## src/scgr_cfg.svh

```systemverilog
`ifndef SCGR_CFG_SVH
`define SCGR_CFG_SVH

// Register byte offsets
`define SCGR_OFS_OPMODE 8'h98
`define SCGR_OFS_SSCAP 8'hB0
`define SCGR_OFS_SUBSYSTEM_DEVICE_IDENTIFIER 8'hB4
`define SCGR_OFS_GPIO 8'hB8

// Operation mode / clock buffer field positions
`define SCGR_OPMODE_LSB 0
`define SCGR_OPMODE_W 9
`define SCGR_CBUF_LSB 16
`define SCGR_CBUF_W 5
`define SCGR_CBUF_MASTER 4
`define SCGR_CBUF_RSVD 3
`define SCGR_CBUF_PAIRS 3
`define SCGR_CBUF_LOW_RST 4'hF

// Capability header constants
`define SCGR_CAP_ID 8'h0D
`define SCGR_CAP_NEXT 8'hC0

// Subsystem identifier positions
`define SCGR_SUBSYSTEM_VENDOR_IDENTIFIER_LSB 0
`define SCGR_SUBSYSTEM_DEVICE_IDENTIFIER_LSB 16

// General-purpose pin layout, four bits per pin
`define SCGR_GPIO_PINS 4
`define SCGR_GPIO_STRIDE 4
`define SCGR_GPIO_IN_BIT 0
`define SCGR_GPIO_OE_BIT 1
`define SCGR_GPIO_OUT_BIT 2
`define SCGR_GPIO_OE_RST 1'b0
`define SCGR_GPIO_OUT_RST 1'b0

`endif

```

## src/scgr_pkg.sv

```systemverilog
package scgr_pkg;

	// One configuration access: byte address, lanes and data
	typedef struct packed {
		logic write;
		logic [7:0] addr;
		logic [3:0] be;
		logic [31:0] data;
	} scgr_access_s;

	// Operation mode indications, in register order from bit 8 down to 0
	typedef struct packed {
		logic scan;
		logic [2:0] package_select;
		logic indication_a;
		logic debug;
		logic fast;
		logic quiescent_current_test_n;
		logic serial_rom_bypass;
	} scgr_opmode_s;

endpackage

```

## src/scgr_regs.sv

```systemverilog
`timescale 1ns/1ps
`include "scgr_cfg.svh"


module scgr_regs
#(
	parameter logic [15:0] SUBSYSTEM_VENDOR_IDENTIFIER_RST = 16'h5A3C, // Arbitrary value
	parameter logic [15:0] SUBSYSTEM_DEVICE_IDENTIFIER_RST = 16'h3C5A // Arbitrary value
)
(
	input wire logic core_clk,
	input wire logic rst_n,
	input wire logic upstream,
	input wire logic cfg_valid,
	input wire scgr_pkg::scgr_access_s cfg_req,
	output logic cfg_ack,
	output logic [31:0] cfg_rdata,
	input wire logic load_valid,
	input wire scgr_pkg::scgr_access_s load_req,
	input wire scgr_pkg::scgr_opmode_s opmode_pins,
	input wire logic clock_buffer_powerdown_strap,
	output logic [`SCGR_CBUF_PAIRS-1:0] reference_clock_out_pair,
	input wire logic [`SCGR_GPIO_PINS-1:0] gpio_in,
	output logic [`SCGR_GPIO_PINS-1:0] gpio_out,
	output logic [`SCGR_GPIO_PINS-1:0] gpio_oe
);

	localparam int SW = `SCGR_OPMODE_W + 1;

	logic [SW-1:0] sync1;
	logic [SW-1:0] sync2;
	logic [SW-1:0] sync3;
	logic [SW-1:0] straps;
	logic [SW-1:0] next_straps;
	logic [`SCGR_CBUF_W-1:0] cbuf;
	logic [`SCGR_CBUF_W-1:0] next_cbuf;
	logic [15:0] subsystem_vendor_identifier;
	logic [15:0] next_subsystem_vendor_identifier;
	logic [15:0] subsystem_device_identifier;
	logic [15:0] next_subsystem_device_identifier;
	logic [`SCGR_CBUF_PAIRS-1:0] next_refclk;
	logic next_ack;
	logic [31:0] next_rdata;
	logic [15:0] gpio_word;
	logic gpio_wr;
	logic strap_owned;
	logic next_strap_owned;
	logic [31:0] opmode_word;
	logic [31:0] cap_word;
	logic [31:0] id_word;
	logic [31:0] pin_word;

	// Strap and mode pin synchroniser, free running
	always_ff @(posedge core_clk)
	begin
		sync1 <= {clock_buffer_powerdown_strap, opmode_pins};
		sync2 <= sync1;
		sync3 <= sync2;
	end

	// Filtered strap levels: a bit changes once stages two and three agree
	always_comb
	begin
		for (int i = 0; i < SW; i++)
		begin
			next_straps[i] = (sync2[i] == sync3[i]) ? sync3[i] : straps[i];
		end
	end

	// Filtered strap register, no reset: it keeps settling during reset
	always_ff @(posedge core_clk)
	begin
		straps <= next_straps;
	end

	// Side-loaded fields: SMBus or EEPROM writes only, software cannot touch
	// Master bit follows the filtered strap until the first load of byte 2 of the operation mode register after reset
	// Covers a reset shorter than the strap filter latency
	always_comb
	begin
		next_cbuf = cbuf;
		next_subsystem_vendor_identifier = subsystem_vendor_identifier;
		next_subsystem_device_identifier = subsystem_device_identifier;
		next_strap_owned = strap_owned;
		if (strap_owned)
		begin
			next_cbuf[`SCGR_CBUF_MASTER] = straps[SW-1];
		end
		if (load_valid && load_req.write)
		begin
			if (load_req.addr == `SCGR_OFS_OPMODE && load_req.be[2])
			begin
				// Bit 19 is stored and read back, with no function
				next_cbuf = load_req.data[`SCGR_CBUF_LSB +: `SCGR_CBUF_W];
				next_strap_owned = 1'b0;
			end
			if (load_req.addr == `SCGR_OFS_SUBSYSTEM_DEVICE_IDENTIFIER)
			begin
				if (load_req.be[0])
					next_subsystem_vendor_identifier[7:0] = load_req.data[7:0];
				if (load_req.be[1])
					next_subsystem_vendor_identifier[15:8] = load_req.data[15:8];
				if (load_req.be[2])
					next_subsystem_device_identifier[7:0] = load_req.data[23:16];
				if (load_req.be[3])
					next_subsystem_device_identifier[15:8] = load_req.data[31:24];
			end
		end
		// Master disable overrides the per-pair enables
		next_refclk = next_cbuf[`SCGR_CBUF_MASTER] ? '0 : next_cbuf[`SCGR_CBUF_PAIRS-1:0];
	end

	// Side-loaded state and clock pair enables
	always_ff @(posedge core_clk)
	begin
		if (!rst_n)
		begin
			cbuf <= {straps[SW-1], `SCGR_CBUF_LOW_RST};
			strap_owned <= 1'b1;
			subsystem_vendor_identifier <= SUBSYSTEM_VENDOR_IDENTIFIER_RST;
			subsystem_device_identifier <= SUBSYSTEM_DEVICE_IDENTIFIER_RST;
			reference_clock_out_pair <= straps[SW-1] ? '0 : 3'h7;
		end
		else
		begin
			cbuf <= next_cbuf;
			strap_owned <= next_strap_owned;
			subsystem_vendor_identifier <= next_subsystem_vendor_identifier;
			subsystem_device_identifier <= next_subsystem_device_identifier;
			reference_clock_out_pair <= next_refclk;
		end
	end

	// Software write to the pin control register, low half only
	assign gpio_wr = cfg_valid && cfg_req.write && (cfg_req.addr == `SCGR_OFS_GPIO);

	// One pin slice per pin, four register bits each
	genvar g;
	generate
		for (g = 0; g < `SCGR_GPIO_PINS; g++)
		begin : pin
			localparam int B = g * `SCGR_GPIO_STRIDE;
			scgr_gpio_pin u_pin
			(
				.core_clk(core_clk),
				.rst_n(rst_n),
				.upstream(upstream),
				.wr_en(gpio_wr && cfg_req.be[B/8]),
				.wr_oe(cfg_req.data[B + `SCGR_GPIO_OE_BIT]),
				.wr_out(cfg_req.data[B + `SCGR_GPIO_OUT_BIT]),
				.pin_in(gpio_in[g]),
				.pin_out(gpio_out[g]),
				.pin_oe(gpio_oe[g]),
				.field(gpio_word[B +: `SCGR_GPIO_STRIDE])
			);
		end
	endgenerate

	// Register words, assembled once for the read mux
	assign opmode_word = {11'h0, cbuf, 7'h0, straps[SW-2:0]};
	assign cap_word = {16'h0, `SCGR_CAP_NEXT, `SCGR_CAP_ID};
	assign id_word = {subsystem_device_identifier, subsystem_vendor_identifier};
	assign pin_word = upstream ? {16'h0, gpio_word} : 32'h0;

	// Read mux; writes to read-only registers are dropped
	always_comb
	begin
		next_ack = cfg_valid;
		next_rdata = cfg_rdata;
		if (cfg_valid)
		begin
			next_rdata = 32'h0;
			if (!cfg_req.write)
			begin
				unique case (cfg_req.addr)
					`SCGR_OFS_OPMODE:
						next_rdata = opmode_word;
					`SCGR_OFS_SSCAP:
						next_rdata = cap_word;
					`SCGR_OFS_SUBSYSTEM_DEVICE_IDENTIFIER:
						next_rdata = id_word;
					`SCGR_OFS_GPIO:
						next_rdata = pin_word;
					default:
						next_rdata = 32'h0;
				endcase
			end
		end
	end

	// Answer registered one cycle after the request
	always_ff @(posedge core_clk)
	begin
		if (!rst_n)
		begin
			cfg_ack <= 1'b0;
			cfg_rdata <= 32'h0;
		end
		else
		begin
			cfg_ack <= next_ack;
			cfg_rdata <= next_rdata;
		end
	end

endmodule // scgr_regs

```

## src/scgr_gpio_pin.sv

```systemverilog
`timescale 1ns/1ps
`include "scgr_cfg.svh"

module scgr_gpio_pin
(
	input wire logic core_clk,
	input wire logic rst_n,
	input wire logic upstream,
	input wire logic wr_en,
	input wire logic wr_oe,
	input wire logic wr_out,
	input wire logic pin_in,
	output logic pin_out,
	output logic pin_oe,
	output logic [3:0] field
);

	logic sync1;
	logic sync2;
	logic sync3;
	logic level;
	logic next_level;
	logic oe;
	logic next_oe;
	logic out;
	logic next_out;

	// Three-stage pin synchroniser, free running
	always_ff @(posedge core_clk)
	begin
		sync1 <= pin_in;
		sync2 <= sync1;
		sync3 <= sync2;
	end

	// Next values of pin state and control bits
	always_comb
	begin
		next_level = (sync2 == sync3) ? sync3 : level;
		next_oe = oe;
		next_out = out;
		if (wr_en && upstream)
		begin
			next_oe = wr_oe;
			next_out = wr_out;
		end
	end

	always_ff @(posedge core_clk)
	begin
		level <= next_level;
		if (!rst_n)
		begin
			oe <= `SCGR_GPIO_OE_RST;
			out <= `SCGR_GPIO_OUT_RST;
		end
		else
		begin
			oe <= next_oe;
			out <= next_out;
		end
	end

	// Pin drive only while enabled on the upstream port
	assign pin_out = out;
	assign pin_oe = oe & upstream;
	assign field = {1'b0, out, oe, level};

endmodule // scgr_gpio_pin

```

## config.mk

```make
export PLATFORM = sky130hd
export DESIGN_NAME = scgr_regs
export DESIGN_NICKNAME = d
export VERILOG_FILES = /design/src/scgr_pkg.sv /design/src/scgr_regs.sv /design/src/scgr_gpio_pin.sv
export VERILOG_INCLUDE_DIRS = /design/src
export SDC_FILE = /design/constraint.sdc
export NUM_CORES = 1
export LEC_CHECK = 0
export BUFFER_PORTS_ARGS = -buffer_cell sky130_fd_sc_hd__buf_4
export CAP_MARGIN = 5
export CORE_UTILIZATION = 45
export CTS_CLUSTER_DIAMETER = 60
export CTS_CLUSTER_SIZE = 24
export DETAILED_ROUTE_END_ITERATION = 12
export PLACE_DENSITY = 0.74
export SLEW_MARGIN = 10
export SYNTH_ARGS = -nofsm -noshare
export SYNTH_HDL_FRONTEND = slang
export SYNTH_SLANG_ARGS = --single-unit
```

## constraint.sdc

```tcl
create_clock -name core_clk -period 1.67 [get_ports core_clk]
set_input_delay 0.334 -clock core_clk [delete_from_list [all_inputs] [get_ports core_clk]]
set_output_delay 0.334 -clock core_clk [all_outputs]
set_load 0.02 [all_outputs]
```

==> summary.md, run 1 <==
| Metric | Value |
|---|---|
| Drt via density | `approximately 5.0` |
| Layout cells sized above 1 | `0.312` |
| Post-synthesis xor/xnor area fraction | `0.0252` |
| Warnings, synthesis | `0` |
| Max-slew headroom at the worst pin | `0.686` |
| Leakage | `roughly 2.8 nW` |
| Arrival @ worst endpoint | `between 1000 and 1500 ps` |
| EDFF count, synth | `14` |
| Post-synth top cells | `dfxtp_1 (124), nand2_1 (54), mux2i_1 (46)` |
| # H-tree levels | `4` |
| Seq cells post-synth | `about 140` |
| Clock sink count | `138` |
| Starting density of the core | `0.468` |
| R2R depth | `4` |
| Worst-margin pin slew | `between 400 and 500 ps` |
| Post-CTS resize count | `0` |
| FF-to-FF End | `reference_clock_out_pair[1]` |
| Max Freq | `669 MHz` |
| Met3 routed WL | `around 860 um` |
| Ys flop type | `dfxtp_1` |
| Final Non-Filler Cells | `745` |
| First-pass iteration count of the detailed router | `4` |
| Setup tns final | `0 ps` |
| Pins over their slew limit | `0` |
| Outcome | `complete, no violations` |
| Final wirelength | `between 10 and 15 mm` |
| Critical Path Source Type | `flip-flop` |
| DIE HEIGHT | `around 110 um` |
| Mapped Cells | `438` |
| Endpoints failing hold | `0` |
| Number of CTS-inserted buffers | `17` |
| Syn Area/Cell | `11.1 sq um` |
| Worst Hold Class | `in2reg` |
| Remaining antenna violation count | `0` |
| Area growth syn-to-layout | `40.2%` |
| Post-Route M1 WL | `4.88 mm` |
| Crit Path Max Fanout | `2` |
| DR top layer | `met4` |
| Syn_nets | `about 550` |
| Hold Path Origin | `load_req[2]` |
| Core area | `about 10000 sq um` |
| Die W | `approximately 110 um` |
| Post-synthesis sequential area ratio | `0.596` |
| # port buffers | `between 100 and 150` |
| RSZ-0062 raised after global routing | `false` |
| Number of cells after detailed placement | `about 700` |
| Final HPWL from detailed placement | `8.09 mm` |
| Total of max-cap violations | `0` |
| Nets | `705` |
| Vias in the first global route | `between 3000 and 4000` |
| Crit path capture | `gpio_oe[1]` |
| Minimum clock period | `between 1000 and 1500 ps` |
| Largest net degree at the start of global routing | `24` |
| Yosys top cell by area | `dfxtp_1` |
| DIE AREA | `between 10000 and 15000 sq um` |
| ANT cells | `0` |
| Remaining DRCs | `0` |
| GRT Resource Usage Total | `0.213` |
| Wire per inst | `15.2 um` |
| Post-synthesis adder-cell area fraction | `0` |
| Main combinational cell family by area after synthesis | `simple AND/OR/NAND/NOR gates` |
| Simple-gate portion of the synthesized area | `0.167` |
| GP Congestion | `between 0.8 and 0.9` |
| Crit. End Element | `output port` |
| Boundary pin count | `between 150 and 200` |
| Count leader, synth | `dfxtp_1` |
| Post-synth top area share | `0.510` |
| FF-to-FF Start | `straps[9]` |
| Worst VDD drop | `slightly below 600 uV` |
| Longest Clk Path Bufs | `2` |
| Compound-Gate Fraction of Synth Area | `0.0817` |
| Tcrit/Tclk final | `0.895` |
| Core Rows | `37` |
| CTS tree | `done` |
| Asr flop ratio synth | `0` |
| Post-synthesis cell type count | `43` |
| Via count | `roughly 3800` |
| Final Skew | `6.47 ps` |
| Crit path required time | `about 1300 ps` |
| Routed length on met2 | `roughly 5.4 mm` |
| Final setup viols | `0` |
| Kind of critical path | `reg2out` |
| Mapped Area | `about 4900 sq um` |
| Synth top area cells | `dfxtp_1 (51%), mux2i_1 (9.5%), edfxtp_1 (8.6%)` |
| Initial antenna violation count | `0` |
| Iter 0 DRT Violations | `196` |
| Clock transition at path regs | `about 60 ps` |
| Worst reg-to-reg setup slack | `between 300 and 400 ps` |
| PwrDens | `about 1100 nW/um^2` |
| Global route total overflow | `0` |
| First-pass GRT wire length | `18.2 mm` |
| Critical Path Start | `pin[1].u_pin.oe` |
| CTS root buf | `clkbuf_8` |
| Mux cell area share after synthesis | `0.0946` |
| Skew-Pair Late Insertion Delay | `510 ps` |
state kept, by name, indices dropped and copies added, names as in the netlist, 4 cells and up:
signal and cells:
cfg_rdata 32, subsystem_device_identifier 16, subsystem_vendor_identifier 16, straps 10, sync1 10, sync2 10
sync3 10, cbuf 5, pin.u_pin.level 4, pin.u_pin.oe 4, pin.u_pin.pin_out 4, pin.u_pin.sync1 4
pin.u_pin.sync2 4, pin.u_pin.sync3 4
final cells by class:
| cell class | count | area, sq um |
|---|---|---|
| inverter | 7 | 26.3 |
| sequential | 138 | 2900 |
| clock inverter | 8 | 104 |
| timing repair buffer | 166 | 1320 |
| fill | 810 | 3590 |
| multi-input combinational | 266 | 1790 |
| tap | 136 | 170 |
| clock buffer | 24 | 514 |
worst min path at each step:
stage	to	slack, ps	depth (start not counted)
after floorplan	pin[0].u_pin.sync2	310	0
after global placement	sync2[3]	310	0
after detailed placement	sync2[2]	310	0
after CTS	subsystem_vendor_identifier[2]	20	3
after global routing	subsystem_vendor_identifier[2]	20	3
final	subsystem_vendor_identifier[2]	40	3
metal layers:
layer / GRT usage / up-vias
met2: 0.349 / 142
met1: 0.261 / 1764
met4: 0.0823 / 0
met5: 0 / -
met3: 0.0674 / 12
li1: - / 1842
per-stage QoR:
| step | power (mW) | cell area (sq um) | hold slack [ps] | util | setup WS (ps) |
|---|---|---|---|---|---|
| 2_1_floorplan | 3.71 | 4870 | 310 | - | -6.81 |
| 3_3_place_gp | 3.94 | 6070 | 310 | 0.583 | -166 |
| 3_5_place_dp | 3.95 | 6070 | 312 | 0.583 | -173 |
| 4_1_cts | 7.75 | 6830 | 22.5 | 0.656 | 153 |
| 5_1_grt | 7.98 | 6830 | 21.9 | 0.656 | 98.5 |
| 6_report | 7.69 | 6830 | 43.0 | 0.656 | 175 |
timing repair:
item                                   in CTS  in global routing
buffers inserted                            0                  0
setup endpoints to repair                   0                  0
endpoints found under the hold margin      14                  0
hold buffers                               14                  0
critical path, cell delays in order, from the launching register on:
cell and delay, ps:
dfxtp_1 320, and2_1 180, buf_4 160
report_power, final:
group	internal, mW	leakage, nW	switching, mW
clock	2.44	0.301	1.34
sequential	3.45	1.15	0.0383
combinational	0.234	1.37	0.187
layout by cell type, fill, tap and decap left out, drive strengths merged, types with 4 or more instances in the layout:
cell type      n
buf          152
dfxtp        124
nand2         54
mux2i         46
nor2          29
clkbuf        24
o21ai         20
a21oi         19
xnor2         14
dlygate4sd3   14
edfxtp        14
nand3         14
a22oi          9
inv            8
nand3b         7
and3           6
nor4           6
and2           5
a2bb2oi        5
a32oi          4
clkinv         4
kinds of logic after synthesis:
group                     count (synthesis)
AOI/OAI and AO/OA                        64
xor gates and xnor gates                 14
muxes                                    46
and+or+nand+nor                         142
DFF                                     138
buffers and inverters                    34
Power figures use the tool's default switching activity.
==> run 2: changes to the inputs <==
--- a/config.mk
+++ b/config.mk
@@ -13,6 +13,7 @@
 export CTS_CLUSTER_SIZE = 24
 export DETAILED_ROUTE_END_ITERATION = 12
 export PLACE_DENSITY = 0.74
+export REMOVE_ABC_BUFFERS = 1
 export SLEW_MARGIN = 10
 export SYNTH_ARGS = -nofsm -noshare
 export SYNTH_HDL_FRONTEND = slang
==> summary.md, run 2 (synthesized netlist as in run 1, its figures left out) <==
| Metric | Value |
|---|---|
| CTS tree | `done` |
| Number of cells after detailed placement | `701 (+0.29%)` |
| Global route total overflow | `0 (unchanged)` |
| Worst Hold Path Cells | `3 (unchanged)` |
| Worst reg-to-reg setup slack | `420 ps (+50 ps)` |
| Hold Crit Endpoint | `subsystem_vendor_identifier[9]` |
| Tcrit/Tclk final | `0.907 (+0.0124)` |
| Number of CTS-inserted buffers | `17 (unchanged)` |
| Critical Path Source Type | `flip-flop` |
| Post-CTS setup buffers | `0 (unchanged)` |
| Critical Path Start | `pin[1].u_pin.oe` |
| Boundary pin count | `153 (unchanged)` |
| Remaining DRCs | `0 (unchanged)` |
| Clock transition at path regs | `60 ps (about the same)` |
| Outcome | `complete, no violations` |
| Pins over their slew limit | `0 (unchanged)` |
| Flop pwr share | `0.451 (-0.003)` |
| Final Skew | `7.47 ps (+1.00 ps)` |
| Via count | `3739 (-0.56%)` |
| R2R depth | `4 (unchanged)` |
| CTS root buf | `clkbuf_8` |
| Skew-Pair Late Insertion Delay | `520 ps (about the same)` |
| Layout cells sized above 1 | `0.319 (+0.00716)` |
| Die W | `106 um (unchanged)` |
| FF-to-FF End | `reference_clock_out_pair[0]` |
| Minimum clock period | `1520 ps (+20.7 ps)` |
| Met3 usage | `0.0466 (-0.0208)` |
| Initial antenna violation count | `0 (unchanged)` |
| ANT cells | `0 (unchanged)` |
| Post-CTS resize count | `0 (unchanged)` |
| GRT Resource Usage Total | `0.214 (+0.000483)` |
| Comb pwr share | `0.055 (about the same)` |
| Clock network power share | `0.494 (+0.002)` |
| Sw power | `1.70 mW (+8.8%)` |
| Commonest non-fill, non-tap cells in the layout | `buf_4 (149), dfxtp_1 (124), nand2_1 (54), mux2i_1 (46), nor2_1 (29)` |
| Max Freq | `660 MHz (-1.4%)` |
| Total of max-cap violations | `0 (unchanged)` |
| Hold Path Origin | `load_req[9]` |
| Core area | `10400 sq um (unchanged)` |
| Kind of critical path | `reg2out` |
| Longest Clk Path Bufs | `2 (unchanged)` |
| Worst Hold Class | `in2reg` |
| Clock sink count | `138 (unchanged)` |
| RSZ-0062 raised after global routing | `false` |
| Crit path required time | `1340 ps (about the same)` |
| # port buffers | `126 (unchanged)` |
| Worst VDD drop | `899 uV (+55%)` |
| Arrival @ worst endpoint | `1180 ps (+20 ps)` |
| Met2 Use GR | `0.365 (+0.0154)` |
| First-pass GRT wire length | `18.3 mm (+0.46%)` |
| Switching share of power | `0.220 (+0.0164)` |
| DIE HEIGHT | `106 um (unchanged)` |
| Crit. End Element | `output port` |
| Area growth syn-to-layout | `40.9%` |
| First-pass iteration count of the detailed router | `4 (unchanged)` |
| Most common cell after layout, fill and taps aside | `buf_4` |
| Worst-margin pin slew | `541 ps (+75.6 ps)` |
| Endpoints failing hold | `0 (unchanged)` |
| PwrDens | `1130 nW/um^2 (+0.19%)` |
| Final setup viols | `0 (unchanged)` |
| Remaining antenna violation count | `0 (unchanged)` |
| FF+latch area | `2900 sq um (unchanged)` |
| GRT busiest layer | `met2` |
| GP Congestion | `0.786 (-9.9%)` |
| Leakage | `2.83 nW (+0.25%)` |
| Final core utilization | `0.659 (+0.00312)` |
| Final HPWL from detailed placement | `8.04 mm (-0.65%)` |
| Largest register FFs | `32 (unchanged)` |
| Most flop-heavy register | `cfg_rdata` |
| Crit Path Max Fanout | `2 (unchanged)` |
| Met1 GRT Util | `0.264 (+0.00227)` |
| Wire per inst | `15.4 um (+1.4%)` |
| Final wirelength | `11.5 mm (+1.7%)` |
| Largest net degree at the start of global routing | `23 (-4.2%)` |
| Max-slew headroom at the worst pin | `0.638 (-0.0473)` |
| Drt via density | `5.01 (-0.82%)` |
| Vias in the first global route | `3790 (+1.4%)` |
| Nets | `707 (+0.28%)` |
| Starting density of the core | `0.468 (unchanged)` |
| Largest regs | `cfg_rdata x32, subsystem_device_identifier x16, subsystem_vendor_identifier x16` |
| # H-tree levels | `4 (unchanged)` |
| Power Internal | `6.03 mW (-1.4%)` |
| Core Rows | `37 (unchanged)` |
| Final Non-Filler Cells | `747 (+0.27%)` |
| Area of the multi-input gates | `1790 sq um (unchanged)` |
| Fill cells | `798 (-1.5%)` |
| FF-to-FF Start | `straps[9]` |
| Iter 0 DRT Violations | `127 (-35%)` |
| DIE AREA | `11200 sq um (unchanged)` |
run 2: changes by cell type in the layout (fill, tap and decap cells not counted):
cell / before / now
bufinv_16: 2 / 3
clkbuf_16: 19 / 16
clkinv_4: 2 / 1
clkinv_2: 2 / 0
clkinvlp_4: 1 / 3
inv_6: 1 / 7
clkbuf_1: 3 / 0
buf_12: 3 / 5
run 2: how the worst max path moves through the flow:
stage / slack, ps / depth (start not counted) / to
floorplan: -330 / 4 / subsystem_device_identifier[0]
global placement: -160 / 6 / cfg_rdata[7]
detailed placement: -210 / 6 / cfg_rdata[11]
CTS: 140 / 2 / gpio_oe[1]
global route: 80 / 2 / gpio_oe[1]
finish: 150 / 2 / gpio_oe[1]
run 2: final cells by class:
cell class | instances | share of cell area
clock buffer | 18 | 0.0624
clock inverter | 14 | 0.0266
inverter | 7 | 0.00383
multi-input combinational | 266 | 0.261
sequential | 138 | 0.423
tap | 136 | 0.0248
timing repair buffer | 168 | 0.198
run 2: repair_timing:
item                       4_1_cts  5_1_grt
hold endpoints to repair        14        0
hold buffers                    14        0
setup endpoints to repair        0        0
run 2: per-stage QoR:
step | hold WS, ps | setup TNS [ps] | total power, mW | cell area, sq um | worst slack (ps)
3_5_place_dp | 312 | -6990 | 3.96 | 6110 | -207
3_3_place_gp | 310 | -5770 | 3.94 | 6110 | -162
4_1_cts | 22.2 | 0 | 7.79 | 6860 | 141
2_1_floorplan | 310 | -12620 | 3.69 | 4720 | -326
5_1_grt | 21.2 | 0 | 8.00 | 6860 | 82.0
6_report | 38.5 | 0 | 7.74 | 6860 | 155
run 2: critical path, cell delays in order, from the launching register on:
cell	delay, ps
dfxtp_1	330
and2_1	180
buf_4	160
run 2: power groups by stage:
stage	combinational, mW	sequential [mW]	clock, mW
3_3_place_gp	0.391	3.55	0
6_report	0.428	3.49	3.82
4_1_cts	0.429	3.49	3.87
5_1_grt	0.459	3.49	4.05
3_5_place_dp	0.401	3.56	0
2_1_floorplan	0.129	3.56	0
run 2: routing by layer:
| layer | vias to the layer above | share of wire |
|---|---|---|
| li1 | 1848 | - |
| met1 | 1749 | 0.43 |
| met2 | 133 | 0.50 |
| met3 | 9 | 0.055 |
| met4 | 0 | 0.0098 |
| met5 | - | 0 |
==> run 3: changes to the inputs <==
--- a/config.mk
+++ b/config.mk
@@ -6,13 +6,14 @@
 export SDC_FILE = /design/constraint.sdc
 export NUM_CORES = 1
 export LEC_CHECK = 0
-export BUFFER_PORTS_ARGS = -buffer_cell sky130_fd_sc_hd__buf_4
+export ABC_AREA = 1
+export BUFFER_PORTS_ARGS = -buffer_cell sky130_fd_sc_hd__buf_2
 export CAP_MARGIN = 5
-export CORE_UTILIZATION = 45
+export CORE_UTILIZATION = 51
 export CTS_CLUSTER_DIAMETER = 60
 export CTS_CLUSTER_SIZE = 24
 export DETAILED_ROUTE_END_ITERATION = 12
-export PLACE_DENSITY = 0.74
+export PLACE_DENSITY = 0.78
 export REMOVE_ABC_BUFFERS = 1
 export SLEW_MARGIN = 10
 export SYNTH_ARGS = -nofsm -noshare
==> constraint.sdc (replaced) <==
create_clock -name core_clk -period 1.48 [get_ports core_clk]
set_input_delay 0.296 -clock core_clk [delete_from_list [all_inputs] [get_ports core_clk]]
set_output_delay 0.296 -clock core_clk [all_outputs]
set_load 0.02 [all_outputs]
==> summary.md, run 3 <==
| Metric | Value |
|---|---|
| Leakage | `3.35 nW (+19%)` |
| Final core utilization | `0.720 (+0.0617)` |
| Mapped Area | `5080 sq um (+4.3%)` |
| Slowest stage cell, crit path | `dfxtp_1` |
| Area growth syn-to-layout | `37.9%` |
| Most common cell after layout, fill and taps aside | `nand2_1` |
| Nets | `896 (+27%)` |
| Top Family by Delay on Critical Path | `flip-flops` |
| Most flop-heavy register | `cfg_rdata` |
| Minimum clock period | `1420 ps` |
| DIE AREA | `10400 sq um (-7.8%)` |
| Sw power | `1.87 mW (+9.5%)` |
| Number of CTS-inserted buffers | `17 (unchanged)` |
| Worst-margin pin slew | `333 ps (-207 ps)` |
| Kind of critical path | `reg2out` |
| Comb pwr share | `0.055 (about the same)` |
| Clock sink count | `138 (unchanged)` |
| Asr flop ratio synth | `0 (unchanged)` |
| Total of max-cap violations | `0 (unchanged)` |
| Max-slew headroom at the worst pin | `0.778 (+0.139)` |
| Wire per inst | `12.6 um (-18%)` |
| Mapped Cells | `595 (+36%)` |
| Flop pwr share | `0.465 (+0.014)` |
| EDFF count, synth | `14 (unchanged)` |
| Post-synthesis cell type count | `29 (-33%)` |
| Worst path bufs/invs | `2 (+1)` |
| Largest net degree at the start of global routing | `33 (+43%)` |
| Outcome | `complete, no violations` |
| Post-synth top cells | `nand2_1 (168), dfxtp_1 (124), nand3_1 (55)` |
| RSZ-0062 raised after global routing | `false` |
| DIE HEIGHT | `102 um (-4.0%)` |
| Count leader, synth | `nand2_1` |
| Vias in the first global route | `4324 (+14%)` |
| Commonest non-fill, non-tap cells in the layout | `nand2_1 (167), dfxtp_1 (122), buf_2 (122), nand3_1 (55), nor2_1 (50)` |
| Ys flop type | `dfxtp_1` |
| Worst slack, placed | `-105 ps (+103 ps)` |
| Seq cells post-synth | `138 (unchanged)` |
| Max Freq | `~700 MHz` |
| Post-synthesis sequential area ratio | `0.571 (-0.0248)` |
| Initial antenna violation count | `0 (unchanged)` |
| Clock network power share | `0.480 (-0.014)` |
| Die W | `102 um (-4.0%)` |
| Synth top area cells | `dfxtp_1 (49%), nand2_1 (12%), edfxtp_1 (8.3%)` |
| CTS root buf | `clkbuf_8` |
| Final Skew | `5.00 ps (-2.47 ps)` |
| Post-synth top area share | `0.489 (-0.0212)` |
| Layout cells sized above 1 | `0.279 (-0.0404)` |
| CTS tree | `done` |
| Boundary pin count | `153 (unchanged)` |
| Clock transition at path regs | `60 ps (about the same)` |
| Worst VDD drop | `1000 uV (+12%)` |
| GP Congestion | `0.830 (+5.6%)` |
| Power Internal | `6.59 mW (+9.3%)` |
| Starting density of the core | `0.522 (+0.0547)` |
| GRT Resource Usage Total | `0.248 (+0.0342)` |
| Crit Path Max Fanout | `2 (unchanged)` |
| Cells along the critical path | `nand2_1, inv_1, buf_4` |
| Drt via density | `4.75 (-5.0%)` |
| Min setup slack post-route | `55.8 ps (-98.8 ps)` |
| Critical Path Source Type | `flip-flop` |
| Arrival @ worst endpoint | `1130 ps (-50 ps)` |
| Remaining DRCs | `0 (unchanged)` |
| # H-tree levels | `4 (unchanged)` |
| Syn Area/Cell | `8.54 sq um (-23%)` |
| Core area | `9730 sq um (-6.6%)` |
| Iter 0 DRT Violations | `155 (+22%)` |
| Longest Clk Path Bufs | `2 (unchanged)` |
| Final wirelength | `11.8 mm (+2.6%)` |
| Pins over their slew limit | `0 (unchanged)` |
| Worst Hold Class | `in2reg` |
| Largest register FFs | `32 (unchanged)` |
| PwrDens | `1210 nW/um^2 (+7.0%)` |
| Warnings, synthesis | `0 (unchanged)` |
| Tcrit/Tclk final | `0.962` |
| Global route total overflow | `0 (unchanged)` |
| Yosys top cell by area | `dfxtp_1` |
| Final HPWL from detailed placement | `7.96 mm (-1.0%)` |
| First-pass iteration count of the detailed router | `4 (unchanged)` |
| Final setup viols | `0 (unchanged)` |
| Core Rows | `36 (-2.7%)` |
| # port buffers | `126 (unchanged)` |
| Crit path required time | `1180 ps (-160 ps)` |
| Largest regs | `cfg_rdata x32, subsystem_device_identifier x16, subsystem_vendor_identifier x16` |
| Crit. End Element | `output port` |
| Endpoints failing hold | `0 (unchanged)` |
| Switching share of power | `0.221 (+0.000441)` |
| First-pass GRT wire length | `19.4 mm (+5.8%)` |
| Via count | `4441 (+19%)` |
| CP peak stage delay | `330 ps (about the same)` |
| Skew-Pair Late Insertion Delay | `520 ps (about the same)` |
| Remaining antenna violation count | `0 (unchanged)` |
run 3: changes by cell type after synthesis, sizes merged, moves of 14 or more:
cell | previous run | this run
nand2 | 54 | 178
mux2i | 46 | 0
inv | 7 | 48
nand3 | 14 | 57
nor2 | 29 | 60
a21oi | 19 | 33
run 3: per-stage QoR:
| stage | setup TNS [ps] | hold WS, ps | instances | cell area, sq um | power (mW) |
|---|---|---|---|---|---|
| after global placement | -98.6 | 310 | 853 | 5930 | 4.36 |
| after CTS | 0 | 0.284 | 933 | 6990 | 8.53 |
| final | 0 | 30.9 | 934 | 7010 | 8.46 |
| after detailed placement | -2310 | 312 | 853 | 5930 | 4.38 |
| after global routing | 0 | 10.9 | 933 | 7010 | 8.76 |
| after floorplan | -18.1 | 310 | 566 | 4910 | 4.16 |
run 3: routing by layer:
metal,part of all wire,vias to the layer above,GRT usage
met5,0,-,0
met4,0.021,0,0.127
met3,0.047,24,0.0595
met2,0.52,126,0.429
met1,0.41,2016,0.286
li1,-,2275,-
run 3: layout make-up:
cell class	instances	area [sq um]
antenna	1	2.50
clock buffer	19	432
clock inverter	13	144
fill	722	2720
inverter	48	180
multi-input combinational	380	1840
sequential	138	2910
tap	133	166
timing repair buffer	202	1340
run 3: final timing paths:
check,startpoint,to,slack (ps),depth (start not counted)
min reg2reg,sync1[8],sync2[8],330,0
max,pin[3].u_pin.oe,gpio_oe[3],60,3
min,load_req[16],subsystem_device_identifier[0],30,3
max reg2reg,straps[9],reference_clock_out_pair[1],460,5
run 3: worst register-to-register path: stages (launching register included):
cell,delay (ps)
edfxtp_1,380
nand2_1,70
o21ai_0,90
nand2_1,80
o21ai_0,120
o21ai_0,200
run 3: repair_timing:
action                                 CTS  global route
hold buffers                            48             0
gates resized for setup                  2             8
endpoints found under the hold margin   48             0
setup endpoints to repair                2             5
setup buffers                            0             0
run 3: power groups by stage:
stage,Combinational [mW],Clock (mW),Sequential (mW)
global route,0.508,4.31,3.95
finish,0.466,4.06,3.94
CTS,0.459,4.13,3.94
global placement,0.349,0,4.01
detailed placement,0.360,0,4.02
floorplan,0.138,0,4.02
run 3: kinds of logic after synthesis:
kind of cell,count (synthesis),share of synthesized area
and+or+nand+nor,303,0.271
xor gates and xnor gates,14,0.0241
AOI/OAI and AO/OA,63,0.0640
buffers and inverters,77,0.0697
DFF,138,0.571
